`src/core/ctac_defines.svh`:
```
/*
 Register offsets, field positions and reset values of the threshold compare block.
 Assumes inclusion by bare name from the package and the design modules.
*/
`ifndef CTAC_DEFINES_SVH
`define CTAC_DEFINES_SVH

// Register offsets on the register port
`define CTAC_ADDR_UV_CLEAR    8'h1B
`define CTAC_ADDR_SPREAD      8'h1C
`define CTAC_ADDR_HOT         8'h1E

// Limit and result field layout
`define CTAC_VAL_MSB          15
`define CTAC_VAL_LSB          4
`define CTAC_VAL_W            12
`define CTAC_LIMIT_MASK       16'hFFF0
`define CTAC_CELL_EN_BIT      0

// Special values
`define CTAC_SPREAD_DISABLE   16'hFFF0
`define CTAC_READ_ZERO        16'h0000

// Reset values
`define CTAC_RST_UV_CLEAR     16'h0000
`define CTAC_RST_SPREAD       16'hFFF0
`define CTAC_RST_HOT          16'h0000

// Cell count limits
`define CTAC_CELLS_DEFAULT    12
`define CTAC_CELLS_MIN        2
`define CTAC_CELLS_MAX        12

`endif

```
`src/core/ctac_pkg.sv`:
```
/*
 Types of the threshold compare block: register request carrier and scan states.
 Assumes ctac_defines.svh is on the include path.
*/
`include "ctac_defines.svh"

package ctac_pkg;

	typedef struct packed {
		logic        wr;
		logic        rd;
		logic [7:0]  addr;
		logic [15:0] wdata;
	} ctac_reg_req_t;

	typedef enum logic [1:0] {
		CTAC_ST_IDLE   = 2'h0,
		CTAC_ST_EVAL   = 2'h1,
		CTAC_ST_COMMIT = 2'h3
	} ctac_state_t;

endpackage

```
`src/core/ctac_spread.sv`:
```
/*
 Highest and lowest cell reading of one scan snapshot, registered one cycle after start.
 Assumes the snapshot is stable while start is high.
*/
`timescale 1ns/1ps
`include "ctac_defines.svh"

module ctac_spread import ctac_pkg::*; #(
	parameter int NUM_CELLS = `CTAC_CELLS_DEFAULT
) (
	// Clock and reset
	input  wire logic                                 core_clk,
	input  wire logic                                 rstn,
	// Snapshot
	input  wire logic                                 start,
	input  wire logic [NUM_CELLS-1:0][`CTAC_VAL_W-1:0] cells,
	// Result
	output logic      [`CTAC_VAL_W-1:0]               highest_cell_reading,
	output logic      [`CTAC_VAL_W-1:0]               lowest_cell_reading,
	output logic                                      valid
);

	logic [`CTAC_VAL_W-1:0] high_next;
	logic [`CTAC_VAL_W-1:0] low_next;

	// Unsigned search over all cells
	always_comb begin
		high_next = cells[0];
		low_next  = cells[0];
		for (int i = 1; i < NUM_CELLS; i++) begin
			if (cells[i] > high_next) begin
				high_next = cells[i];
			end
			if (cells[i] < low_next) begin
				low_next = cells[i];
			end
		end
	end

	always_ff @(posedge core_clk) begin
		if (!rstn) begin
			highest_cell_reading <= '0;
			lowest_cell_reading  <= '0;
		end else if (start) begin
			highest_cell_reading <= high_next;
			lowest_cell_reading  <= low_next;
		end
	end

	always_ff @(posedge core_clk) begin
		if (!rstn) begin
			valid <= 1'b0;
		end else begin
			valid <= start;
		end
	end
endmodule

```
`src/core/ctac_top.sv`:
```
/*
 Threshold compare block: limit registers, scan snapshot, undervoltage, spread and hot alerts.
 Assumes a same-clock register port from the serial engine and a one-cycle scan_done pulse
 with cell and auxiliary results stable in that cycle.
*/
`timescale 1ns/1ps
`include "ctac_defines.svh"

module ctac_top import ctac_pkg::*; #(
	parameter int NUM_CELLS = `CTAC_CELLS_DEFAULT
) (
	// Clock and reset
	input  wire logic                         core_clk,
	input  wire logic                         rstn,
	// Register port
	input  wire ctac_reg_req_t                reg_req,
	output logic      [15:0]                  reg_rdata,
	// Scan results
	input  wire logic                         scan_done,
	input  wire logic [NUM_CELLS-1:0][15:0]   cell_data,
	input  wire logic [15:0]                  undervoltage_set_limit,
	input  wire logic [15:0]                  aux_result_zero,
	input  wire logic [15:0]                  aux_result_first,
	// Alert flags
	output logic      [NUM_CELLS-1:0]         cell_low_alert_flag,
	output logic                              spread_alert_flag,
	output logic                              hot_alert_flag
);

	generate
		if (NUM_CELLS < `CTAC_CELLS_MIN || NUM_CELLS > `CTAC_CELLS_MAX) begin : g_bad
			$error("NUM_CELLS out of range");
		end
	endgenerate

	ctac_state_t                            state_reg;
	logic [15:0]                            undervoltage_clear_limit_reg;
	logic [15:0]                            cell_spread_limit_reg;
	logic [15:0]                            aux_hot_limit_reg;
	logic [NUM_CELLS-1:0][`CTAC_VAL_W-1:0]  snap_cell_reg;
	logic [NUM_CELLS-1:0]                   cell_low_alert_enable;
	logic [`CTAC_VAL_W-1:0]                 snap_set_reg;
	logic [`CTAC_VAL_W-1:0]                 aux_zero_reg;
	logic [`CTAC_VAL_W-1:0]                 aux_first_reg;
	logic [`CTAC_VAL_W-1:0]                 highest_cell_reading;
	logic [`CTAC_VAL_W-1:0]                 lowest_cell_reading;
	logic [`CTAC_VAL_W-1:0]                 spread;
	logic [`CTAC_VAL_W-1:0]                 clear_lim;
	logic [`CTAC_VAL_W-1:0]                 spread_lim;
	logic [`CTAC_VAL_W-1:0]                 hot_lim;
	logic                                   spread_valid;
	logic                                   wr_clear;
	logic                                   wr_spread;
	logic                                   wr_hot;
	logic                                   spread_off_wr;
	logic                                   take_scan;
	logic                                   commit;

	// Decode
	assign wr_clear      = reg_req.wr && (reg_req.addr == `CTAC_ADDR_UV_CLEAR);
	assign wr_spread     = reg_req.wr && (reg_req.addr == `CTAC_ADDR_SPREAD);
	assign wr_hot        = reg_req.wr && (reg_req.addr == `CTAC_ADDR_HOT);
	assign spread_off_wr = wr_spread && ((reg_req.wdata & `CTAC_LIMIT_MASK) == `CTAC_SPREAD_DISABLE);
	assign take_scan     = scan_done && (state_reg == CTAC_ST_IDLE);
	assign commit        = (state_reg == CTAC_ST_COMMIT);

	// Upper 12 bits of each limit
	assign clear_lim  = undervoltage_clear_limit_reg[`CTAC_VAL_MSB:`CTAC_VAL_LSB];
	assign spread_lim = cell_spread_limit_reg[`CTAC_VAL_MSB:`CTAC_VAL_LSB];
	assign hot_lim    = aux_hot_limit_reg[`CTAC_VAL_MSB:`CTAC_VAL_LSB];
	assign spread     = highest_cell_reading - lowest_cell_reading;

	// Limit registers
	always_ff @(posedge core_clk) begin
		if (!rstn) begin
			undervoltage_clear_limit_reg <= `CTAC_RST_UV_CLEAR;
		end else if (wr_clear) begin
			undervoltage_clear_limit_reg <= reg_req.wdata & `CTAC_LIMIT_MASK;
		end
	end

	always_ff @(posedge core_clk) begin
		if (!rstn) begin
			cell_spread_limit_reg <= `CTAC_RST_SPREAD;
		end else if (wr_spread) begin
			cell_spread_limit_reg <= reg_req.wdata & `CTAC_LIMIT_MASK;
		end
	end

	always_ff @(posedge core_clk) begin
		if (!rstn) begin
			aux_hot_limit_reg <= `CTAC_RST_HOT;
		end else if (wr_hot) begin
			aux_hot_limit_reg <= reg_req.wdata & `CTAC_LIMIT_MASK;
		end
	end

	// Read data
	always_ff @(posedge core_clk) begin
		if (!rstn) begin
			reg_rdata <= `CTAC_READ_ZERO;
		end else if (reg_req.rd) begin
			case (reg_req.addr)
				`CTAC_ADDR_UV_CLEAR: reg_rdata <= undervoltage_clear_limit_reg;
				`CTAC_ADDR_SPREAD:   reg_rdata <= cell_spread_limit_reg;
				`CTAC_ADDR_HOT:      reg_rdata <= aux_hot_limit_reg;
				default:             reg_rdata <= `CTAC_READ_ZERO;
			endcase
		end
	end

	// Scan sequencing
	always_ff @(posedge core_clk) begin
		if (!rstn) begin
			state_reg <= CTAC_ST_IDLE;
		end else begin
			case (state_reg)
				CTAC_ST_IDLE: begin
					if (scan_done) begin
						state_reg <= CTAC_ST_EVAL;
					end
				end
				CTAC_ST_EVAL:   state_reg <= CTAC_ST_COMMIT;
				CTAC_ST_COMMIT: state_reg <= CTAC_ST_IDLE;
				default:        state_reg <= CTAC_ST_IDLE;
			endcase
		end
	end

	// Scan snapshot
	always_ff @(posedge core_clk) begin
		if (!rstn) begin
			snap_cell_reg         <= '0;
			cell_low_alert_enable <= '0;
			snap_set_reg          <= '0;
			aux_zero_reg          <= '0;
			aux_first_reg         <= '0;
		end else if (take_scan) begin
			for (int i = 0; i < NUM_CELLS; i++) begin
				snap_cell_reg[i]         <= cell_data[i][`CTAC_VAL_MSB:`CTAC_VAL_LSB];
				cell_low_alert_enable[i] <= cell_data[i][`CTAC_CELL_EN_BIT];
			end
			snap_set_reg  <= undervoltage_set_limit[`CTAC_VAL_MSB:`CTAC_VAL_LSB];
			aux_zero_reg  <= aux_result_zero[`CTAC_VAL_MSB:`CTAC_VAL_LSB];
			aux_first_reg <= aux_result_first[`CTAC_VAL_MSB:`CTAC_VAL_LSB];
		end
	end

	ctac_spread #(
		.NUM_CELLS (NUM_CELLS)
	) u_spread (
		.core_clk             (core_clk),
		.rstn                 (rstn),
		.start                (state_reg == CTAC_ST_EVAL),
		.cells                (snap_cell_reg),
		.highest_cell_reading (highest_cell_reading),
		.lowest_cell_reading  (lowest_cell_reading),
		.valid                (spread_valid)
	);

	// Spread alert
	always_ff @(posedge core_clk) begin
		if (!rstn) begin
			spread_alert_flag <= 1'b0;
		end else if (spread_off_wr) begin
			spread_alert_flag <= 1'b0;
		end else if (commit) begin
			spread_alert_flag <= (spread > spread_lim);
		end
	end

	// Hot alert
	always_ff @(posedge core_clk) begin
		if (!rstn) begin
			hot_alert_flag <= 1'b0;
		end else if (commit) begin
			hot_alert_flag <= (aux_zero_reg < hot_lim) || (aux_first_reg < hot_lim);
		end
	end

	// Per-cell low alerts with hysteresis
	genvar gi;
	generate
		for (gi = 0; gi < NUM_CELLS; gi++) begin : g_cell
			always_ff @(posedge core_clk) begin
				if (!rstn) begin
					cell_low_alert_flag[gi] <= 1'b0;
				end else if (commit) begin
					if (!cell_low_alert_enable[gi]) begin
						cell_low_alert_flag[gi] <= 1'b0;
					end else if (snap_cell_reg[gi] < snap_set_reg) begin
						cell_low_alert_flag[gi] <= 1'b1;
					end else if (snap_cell_reg[gi] > clear_lim) begin
						cell_low_alert_flag[gi] <= 1'b0;
					end
				end
			end

		end
	endgenerate
endmodule

```
`config.mk`:
```
export PLATFORM = sky130hd
export DESIGN_NAME = ctac_top
export DESIGN_NICKNAME = d
export VERILOG_FILES = /design/src/core/ctac_pkg.sv /design/src/core/ctac_spread.sv /design/src/core/ctac_top.sv
export VERILOG_INCLUDE_DIRS = /design/src /design/src/core
export SDC_FILE = /design/constraint.sdc
export NUM_CORES = 1
export LEC_CHECK = 0
export BUFFER_PORTS_ARGS = -buffer_cell sky130_fd_sc_hd__buf_2
export CAP_MARGIN = 20
export CORE_MARGIN = 4
export CORE_UTILIZATION = 30
export DETAILED_ROUTE_END_ITERATION = 12
export PLACE_DENSITY_LB_ADDON = 0.3
export SYNTH_ARGS = -nofsm -noshare
export SYNTH_HDL_FRONTEND = slang
export SYNTH_SLANG_ARGS = --single-unit
```
`constraint.sdc`:
```
create_clock -name core_clk -period 39.6 [get_ports core_clk]
set_clock_uncertainty 0.05 [all_clocks]
set_input_delay 9.9 -clock core_clk [delete_from_list [all_inputs] [get_ports core_clk]]
set_output_delay 9.9 -clock core_clk [all_outputs]
set_load 0.02 [all_outputs]
```
After elaboration in Yosys (flattened, before gate mapping)
Cells that the tools add are included.
{"block": "word_totals", "reg_bits": 284, "input_bits": 269, "out_inout_bits": 30, "wordCells": 188}
{"block": "classes", "addsub": 1, "magnitude_cmp": 49, "eq_ne": 19, "n_mux": 61, "bitwise": 1, "reduce_logical": 20}
{"op": "12-bit < comparator", "n": 25}
{"op": "12-bit greater-than comparator", "n": 24}
{"op": "12-bit 2-to-1 mux", "n": 22}
{"op": "16-bit case mux with 3 select lines", "n": 1}
{"op": "1-bit 2-to-1 mux", "n": 36}
{"op": "3-bit by 1-bit inequality test with 1-bit output (second input constant)", "n": 12}
{"op": "8-bit by 5-bit == test with 1-bit output (second input constant)", "n": 3}
{"op": "2-bit AND reduction", "n": 12}
{"op": "12-bit == test (second input constant)", "n": 1}
{"op": "12-bit subtractor", "n": 1}
{"op": "1-bit logical AND", "n": 5}
{"op": "2-bit case mux with 2 select lines", "n": 1}
{"op": "2-bit by 1-bit == test with 1-bit output (second input constant)", "n": 1}
{"op": "2-bit == test (second input constant)", "n": 1}
{"op": "2-bit logical NOT", "n": 1}
{"op": "2-bit 2-to-1 mux", "n": 1}
{"op": "2-bit inequality test (second input constant)", "n": 1}
{"op": "2-bit OR reduction", "n": 1}
{"op": "1-bit logical OR", "n": 1}
{"op": "1-bit NOT", "n": 1}

Depth between registers and ports, before layout
Gate-level depths: netlist of the first run.
{"block": "logic_depth", "depth_word": 22, "mapped_depth": 143, "depth_no_buf": 132}

By module
From an unflattened synthesis of the first run, not the netlist that was laid out.
{"block": "hier_totals", "cells_unflattened": 3563, "area_unflattened_um2": 27342.5}
{"module": "ctac_top", "instances": 1, "cells_each": 2015, "area_per_inst_um2": 16294.4, "seq_area_each_um2": 5124.9}
{"module": "ctac_spread", "instances": 1, "cells_each": 1548, "area_per_inst_um2": 11048.1, "seq_area_each_um2": 500.5}

Worst setup path after synthesis of the first run
OpenSTA, ideal clock, no wires.
{"block": "synth_path", "path_kind": "flip-flop to flip-flop", "from": "reg snap_cell_reg[5] (netlist name)", "to": "reg u_spread.highest_cell_reading[10]", "setup_time_ns": 0.142, "t_arrival_ns": 23.667, "required_time_ns": 39.408, "slack_ns": 15.741, "path_stages_with_launch": 128, "path_buffers": 13, "period_less_slack_ns": 23.859, "path_cell_list": "dfxtp_1 > inv_1 > ha_1 > nand4_1 > a311oi_2 > a2111oi_4 > nor2_2 > clkbuf_1 > clkbuf_1 > a21oi_1 > ha_1 > a21o_1 > a21o_1 > a21o_1 > a21oi_1 > o311a_1 > o31ai_1 > o21ai_2 > [92 not listed] > nor2b_1 > o21ai_0 > nand2b_1 > a21o_1 > o21ai_0 > mux2i_1 > o31ai_1 > buf_4 > mux2_4 > ha_1 > a21o_1 > a21o_1 > a21oi_1 > o21ai_0 > o22ai_1 > and2_1 > buf_1 > a211oi_2"}
{"block": "synth_via", "elab_chain_cells": 22}
{"element": "start: declaration", "line": "ctac_top.sv:40", "rtl": "logic [NUM_CELLS-1:0][`CTAC_VAL_W-1:0] snap_cell_reg;"}
{"element": "start signal: indexed assignment", "line": "ctac_top.sv:140", "rtl": "snap_cell_reg[i] <= cell_data[i][`CTAC_VAL_MSB:`CTAC_VAL_LSB];"}
{"element": "12-bit greater-than comparator", "line": "ctac_spread.sv:31", "rtl": "if (cells[i] > high_next) begin"}
{"element": "12-bit 2-to-1 mux *", "line": "ctac_spread.sv:31"}
{"element": "12-bit greater-than comparator", "line": "ctac_spread.sv:31"}
{"element": "12-bit 2-to-1 mux *", "line": "ctac_spread.sv:31"}
{"element": "12-bit greater-than comparator", "line": "ctac_spread.sv:31"}
{"element": "12-bit 2-to-1 mux *", "line": "ctac_spread.sv:31"}
{"element": "12-bit greater-than comparator", "line": "ctac_spread.sv:31"}
{"element": "12-bit 2-to-1 mux *", "line": "ctac_spread.sv:31"}
{"element": "[6 not listed]"}
{"element": "12-bit greater-than comparator", "line": "ctac_spread.sv:31"}
{"element": "12-bit 2-to-1 mux *", "line": "ctac_spread.sv:31"}
{"element": "12-bit greater-than comparator", "line": "ctac_spread.sv:31"}
{"element": "12-bit 2-to-1 mux *", "line": "ctac_spread.sv:31"}
{"element": "12-bit greater-than comparator", "line": "ctac_spread.sv:31"}
{"element": "12-bit 2-to-1 mux *", "line": "ctac_spread.sv:31"}
{"element": "12-bit greater-than comparator", "line": "ctac_spread.sv:31"}
{"element": "12-bit 2-to-1 mux *", "line": "ctac_spread.sv:31"}
{"element": "end signal: assignment", "line": "ctac_spread.sv:45", "rtl": "highest_cell_reading <= high_next;"}
{"element": "end: declaration", "line": "ctac_spread.sv:18", "rtl": "output logic [`CTAC_VAL_W-1:0] highest_cell_reading,"}
Every way passes the cells marked *; elsewhere a longest branch is shown, timed or not.
A chain may end at the register's enable or synchronous reset.

Worst setup path after layout of the first run
Ends and elaborated chain as after synthesis.

==> flow_summary.ini, run 1 <==
[die]
fp.dieW_um = 309
die_y_um = 309
ios = 299
row_count = 110
start_util_pct = 30.2
dieArea_um2 = 95800
core_um2 = 90100

[yosys]
synth_edf_count = 0
synth_ff_type = dfxtp_1
synthesis.area_um2 = 27300
ys_seq_area_share_pct = 20.6
ys_async_sr_fraction_pct = 0
avgSynthCellArea_um2 = 7.92
syn_inst = 3444
yosys_warnings = 0
ys_types = 103
synth-seq-cells = 280

[timing]
fin_crit_sh_pct = 68.1
max_freq_mhz = 37.1
maxSlewViolCount = 0
hold_viol_final = 0
setup_viol = 0
maxSlewHeadroom_pct = 25.3
finalCriticalPeriod_ps = 26960
rsz0062_at_grt = false
fin_setup_tns_ps = 0
worstMarginPinSlew_ps = 1120

[clock_tree]
clockRootBuffer = clkbuf_16
clk_pin_slew_ps = 60
htreeDepth = 2
tritoncts = done
cts_setup_buffers = 0
hold_buffers = 0
clockBufferDepth = 3
worstSkewPairLatency_ps = 600
cts_resized = 0
numCtsBuffers = 37
cts_sinks = 280

[grt]
grt_overflow = 0
grt_pass1_vias = 23600
grt_max_degree = 130
grt_antenna_before_repair = 4
grt_usage_pct = 19.1
grt_pass1_wl_um = 142000

[route]
route.top_layer_used = met5
drt_iter0_markers = 1656
viasPerCell = 5.14
drtPass1Iterations = 6
wl_met3_um = 5030
route.met2.wl_um = 41800
via_count = 24800
wire_per_inst_um = 19.5
antenna_left = 0
remaining_drc_errors = 0
wirelength_um = 94200
m1WireLength_um = 45100

[pwr]
power.switching_w = 0.00122
seqPwrFrac_pct = 13.5
p_sw_share_pct = 49.4
vdd_ir_drop_max_uv = 65.4
combPwrFrac_pct = 70.7
p_int_w = 0.00125
power.density_nw_per_um2 = 79.4
p_leak_nw = 13.8
clockPowerShare_pct = 15.8

[finish]
area_growth_pct = 14.0
fin_area_um2 = 31100
drive_gt1_share_pct = 13.3
largest_register_ffs = 144
fin_nets = 4435

[worst_setup_path]
critical-path-max-stage-delay_ps = 860
critPathCaptureType = flop
critPathArrivalTime_ps = 27360
setup.worst_path.class = reg -> reg
slowest_stage = a21oi_1
cp_max_fo = 28
start_kind = flop
critPathRequiredTime_ps = 40000

[placed_design]
io_buffers = 242
dp_hpwl_um = 71700
finalWeightedCongestion = 0.873
placed_area_um2 = 29600

[hold_path]
min_path_type = reg -> reg

[status]
outcome = finished clean

[flow_run]
max_cap_viol_count = 0
## metal layers
layer | global-route usage, % | vias to the layer above
met5 | 0 | -
met4 | 4.91 | 4
met3 | 2.61 | 125
met2 | 31.0 | 575
met1 | 26.7 | 11500
li1 | - | 12600
## power by group through the flow
| stage | logic [W] | registers [W] | clock network, W |
|---|---|---|---|
| floorplan | 0.00128 | 0.000323 | 0 |
| global placement | 0.00169 | 0.000340 | 0 |
| detailed placement | 0.00171 | 0.000340 | 0 |
| CTS | 0.00172 | 0.000334 | 0.000403 |
| global route | 0.00195 | 0.000336 | 0.000413 |
| finish | 0.00174 | 0.000334 | 0.000390 |
## placed cells by master, fill, tap and decap left out, types with 70 or more instances in the layout
master	Yosys	layout
mux2_2	70	70
ha_1	546	546
buf_2	3	241
nor2_1	121	121
dfxtp_1	280	280
a21o_1	95	95
nand4_1	77	77
a21oi_1	264	264
a21boi_0	244	244
nand2b_1	90	90
nand2_1	586	585
inv_1	230	230
o21ai_0	195	195
nor2b_1	94	94
## critical path: cells and delay by family, from the launching register on
kind            cells  cell delay [ps]
compound gates     51            11670
fa+ha+maj          11             3350
buf+inv            15             2780
flops               1              590
mux                 7             1900
simple gates       38             6420
## kinds of logic (layout without fill, tap and decap cells)
group                      count (synthesis)  count (layout)  synth area share (%)
and+or+nand+nor                         1122            1122                  19.4
DFF                                      280             280                  20.6
xor gates and xnor gates                  20              20                 0.670
muxes                                    131             131                  5.37
adders and majority gates                549             549                  25.2
buffers and inverters                    367             568                  5.13
other                                      1               5                0.0138
AOI/OAI and AO/OA                        974             974                  23.6
## path summary, 6_finish.rpt
kind	from	to	slack [ps]	depth (start not counted)
worst max-delay path	snap_cell_reg[5]	u_spread.highest_cell_reading[10]	12640	122
worst min-delay path	snap_set_reg[3]	snap_set_reg[3]	410	2
worst min register to register	snap_set_reg[3]	snap_set_reg[3]	410	2
worst max register to register	snap_cell_reg[5]	u_spread.highest_cell_reading[10]	12640	122
## cells in the mapped netlist (5+ instances only)
cell / number / share of area (%)
a21o_1: 95 / 2.6
xnor2_1: 9 / 0.29
o221ai_1: 11 / 0.35
nand2_1: 586 / 8.1
nand2b_1: 90 / 2.1
or2_2: 27 / 0.62
a31oi_1: 10 / 0.23
o211a_1: 14 / 0.51
mux2_4: 10 / 0.55
and3_1: 9 / 0.21
o21a_1: 16 / 0.44
a22oi_1: 13 / 0.36
clkbuf_1: 120 / 1.7
ha_1: 546 / 25
mux2_2: 70 / 2.9
o2111ai_1: 5 / 0.16
nor2b_1: 94 / 2.2
xor2_1: 10 / 0.32
a211oi_2: 10 / 0.46
o31ai_1: 6 / 0.17
buf_1: 9 / 0.12
a21boi_0: 244 / 6.7
nor2_1: 121 / 1.7
and2_1: 10 / 0.23
o21ai_0: 195 / 3.6
a21oi_1: 264 / 4.8
nor3b_1: 7 / 0.19
buf_4: 5 / 0.14
nor3_1: 30 / 0.55
mux2i_1: 49 / 1.8
dfxtp_1: 280 / 21
or3_1: 6 / 0.14
nand3_1: 24 / 0.44
inv_1: 230 / 3.2
o211ai_1: 16 / 0.44
and4_1: 5 / 0.16
a211oi_1: 6 / 0.17
nand4_1: 77 / 1.8
nand4b_1: 13 / 0.42
## final cells by class
type,instances,area (um2)
inverter,230,863
timing repair buffer,270,1430
sequential,280,5610
clock inverter,19,389
fill,9496,59100
antenna,1,2.50
multi-input combinational,2800,20300
tap,1176,1470
clock buffer,49,1020
## stage by stage
stage	worst slack [ps]	hold slack [ps]	cells	total power, W	utilization [%]
after floorplan	15740	388	3447	0.00161	-
after global placement	12560	403	4751	0.00203	32.9
after detailed placement	12380	408	4751	0.00205	32.9
after CTS	12200	416	4819	0.00246	34.4
after global routing	10290	437	4825	0.00270	34.5
final	12640	414	4825	0.00247	34.5
No activity file was read; power rests on OpenSTA's default activity.
==> run 2: changes to the inputs <==
==> constraint.sdc (replaced) <==
create_clock -name core_clk -period 22.9 [get_ports core_clk]
set_clock_uncertainty 0.05 [all_clocks]
set_input_delay 5.725 -clock core_clk [delete_from_list [all_inputs] [get_ports core_clk]]
set_output_delay 5.725 -clock core_clk [all_outputs]
set_load 0.02 [all_outputs]
==> run 2 against run 1 <==
  * Clock power rose by 57%
  * Register-to-register slack got worse by 11000 ps
  * Power up 110%
  * Hold slack improved by 0.60 ps
  * Sequential share of layout area decreased by 0.95 points
  * Core utilization rose by 2.0 points
  * Sequential power up 73%
  * Flip-flop and latch count is the same
  * Worst setup slack got worse by 11000 ps
  * Final cell count rose by 2.9%
  * Via count rose by 3.9%
  * Wire length rose by 3.8%
==> flow_summary.ini, run 2 (synthesis results as in run 1) <==
[route]
remaining_drc_errors = 0
drtPass1Iterations = 5
route.met2.wl_um = 44100
wirelength_um = 97800
viasPerCell = 5.19
wire_per_inst_um = 19.7
m1WireLength_um = 45800
antenna_left = 0
via_count = 25800
drt_iter0_markers = 1579
route.top_layer_used = met5
wl_met3_um = 5330

[worst_setup_path]
setup.worst_path.class = reg -> reg
r2r_end = u_spread.highest_cell_reading[5]
critPathArrivalTime_ps = 22090
rr_worst_depth = 127
cp_max_fo = 8
crit_top_cell = ha_1
slowest_stage = or4_4
critPathCaptureType = flop
regToRegSetupSlack_ps = 1270
critical-path-max-stage-delay_ps = 470
critPathRequiredTime_ps = 23360
reg2reg_from = snap_cell_reg[8]
start_kind = flop

[clock_tree]
clockRootBuffer = clkbuf_16
tritoncts = done
htreeDepth = 2
numCtsBuffers = 36
cts_sinks = 280
worstSkewPairLatency_ps = 580
clk_pin_slew_ps = 60
clockBufferDepth = 3

[flow_run]
max_cap_viol_count = 0

[finish]
fin_area_um2 = 32900
layout_commonest_cell = nand2_1
fin_nets = 4575
area_growth_pct = 20.8
mostFrequentLayoutCells = 581 x nand2_1, 533 x ha_1, 272 x dfxtp_1
largest_register_ffs = 144
drive_gt1_share_pct = 19.9

[timing]
fin_setup_tns_ps = 0
hold_viol_final = 0
max_freq_mhz = 46.2
fin_crit_sh_pct = 94.4
maxSlewViolCount = 0
maxSlewHeadroom_pct = 29.0
setup_viol = 0
finalCriticalPeriod_ps = 21630
worstMarginPinSlew_ps = 1060

[pwr]
power.density_nw_per_um2 = 157
vdd_ir_drop_max_uv = 127
p_leak_nw = 14.6

[die]
core_um2 = 90100
ios = 299
row_count = 110
dieArea_um2 = 95800
fp.dieW_um = 309
die_y_um = 309
start_util_pct = 30.2

[hold_path]
min_path_type = reg -> reg
hold_end = snap_set_reg[10]
hp-start = snap_set_reg[10]
worstHoldPathCells = 2

[grt]
grt_pass1_wl_um = 146000
grt_antenna_before_repair = 3
grt_pass1_vias = 24700
grt_usage_pct = 19.6
grt_overflow = 0
grt_max_degree = 105

[placed_design]
io_buffers = 242
dp_hpwl_um = 73300
finalWeightedCongestion = 0.870
placed_area_um2 = 30400

[status]
outcome = finished clean
## run 2: cell count changes in the layout (fill, tap and decap cells not counted), sizes merged, moves of 3 or more
cell,before,now
clkinv,6,11
clkinvlp,3,0
inv,232,235
buf,270,406
bufinv,8,3
## run 2: per-stage QoR
stage | utilization, % | total power [W] | std cells | hold WS, ps | setup slack, ps
final | 36.5 | 0.00516 | 4966 | 414 | 1270
after floorplan | - | 0.00278 | 3447 | 388 | 36.5
after detailed placement | 33.7 | 0.00400 | 4848 | 410 | 42.0
after CTS | 35.2 | 0.00465 | 4915 | 418 | 62.4
after global placement | 33.7 | 0.00396 | 4848 | 404 | 80.3
after global routing | 36.5 | 0.00559 | 4964 | 440 | -120
## run 2: worst max path at each step
stage | from | to | slack (ps) | depth (start not counted)
6_report | snap_cell_reg[8] | u_spread.highest_cell_reading[5] | 1270 | 127
5_1_grt | snap_cell_reg[8] | u_spread.highest_cell_reading[5] | -120 | 128
4_1_cts | snap_cell_reg[7] | u_spread.highest_cell_reading[6] | 60 | 126
3_5_place_dp | snap_cell_reg[7] | u_spread.highest_cell_reading[11] | 40 | 126
3_3_place_gp | snap_cell_reg[7] | u_spread.highest_cell_reading[11] | 80 | 126
2_1_floorplan | snap_cell_reg[5] | u_spread.highest_cell_reading[0] | 40 | 130
## run 2: worst max-delay path: cells and delay by family, from the launching register on
kind	cells	cell delay, ps
buf+inv	22	2870
simple gates	38	5260
fa+ha+maj	11	3200
flops	1	370
compound gates	50	8250
mux	6	1550
## run 2: repair_timing
action,CTS,global route
cloned,0,9
endpoints found under the setup margin,12,24
resized for setup,4,189
hold buffers,0,0
pin swaps,2,39
buffers inserted,1,39
## run 2: power breakdown
part / total, W / switching (W) / internal [W] / leakage (nW)
Clock: 0.000613 / 0.000261 / 0.000352 / 0.625
Sequential: 0.000577 / 0.0000582 / 0.000519 / 2.29
Combinational: 0.00397 / 0.00207 / 0.00190 / 11.7
## run 2: layer usage
metal  up-vias  track usage (%)
met5         -                0
met4         2             5.23
met3       141             2.38
met2       639             32.4
met1     12100             27.1
li1      12900                -
## run 2: area by class of cell
| class | instances | area, um2 |
|---|---|---|
| Antenna cell | 3 | 7.51 |
| Clock buffer | 47 | 1000 |
| Clock inverter | 19 | 274 |
| Fill cell | 9352 | 57200 |
| Inverter | 230 | 866 |
| Multi-Input combinational cell | 2801 | 21100 |
| Sequential cell | 280 | 5630 |
| Tap cell | 1176 | 1470 |
| Timing Repair Buffer | 410 | 2610 |
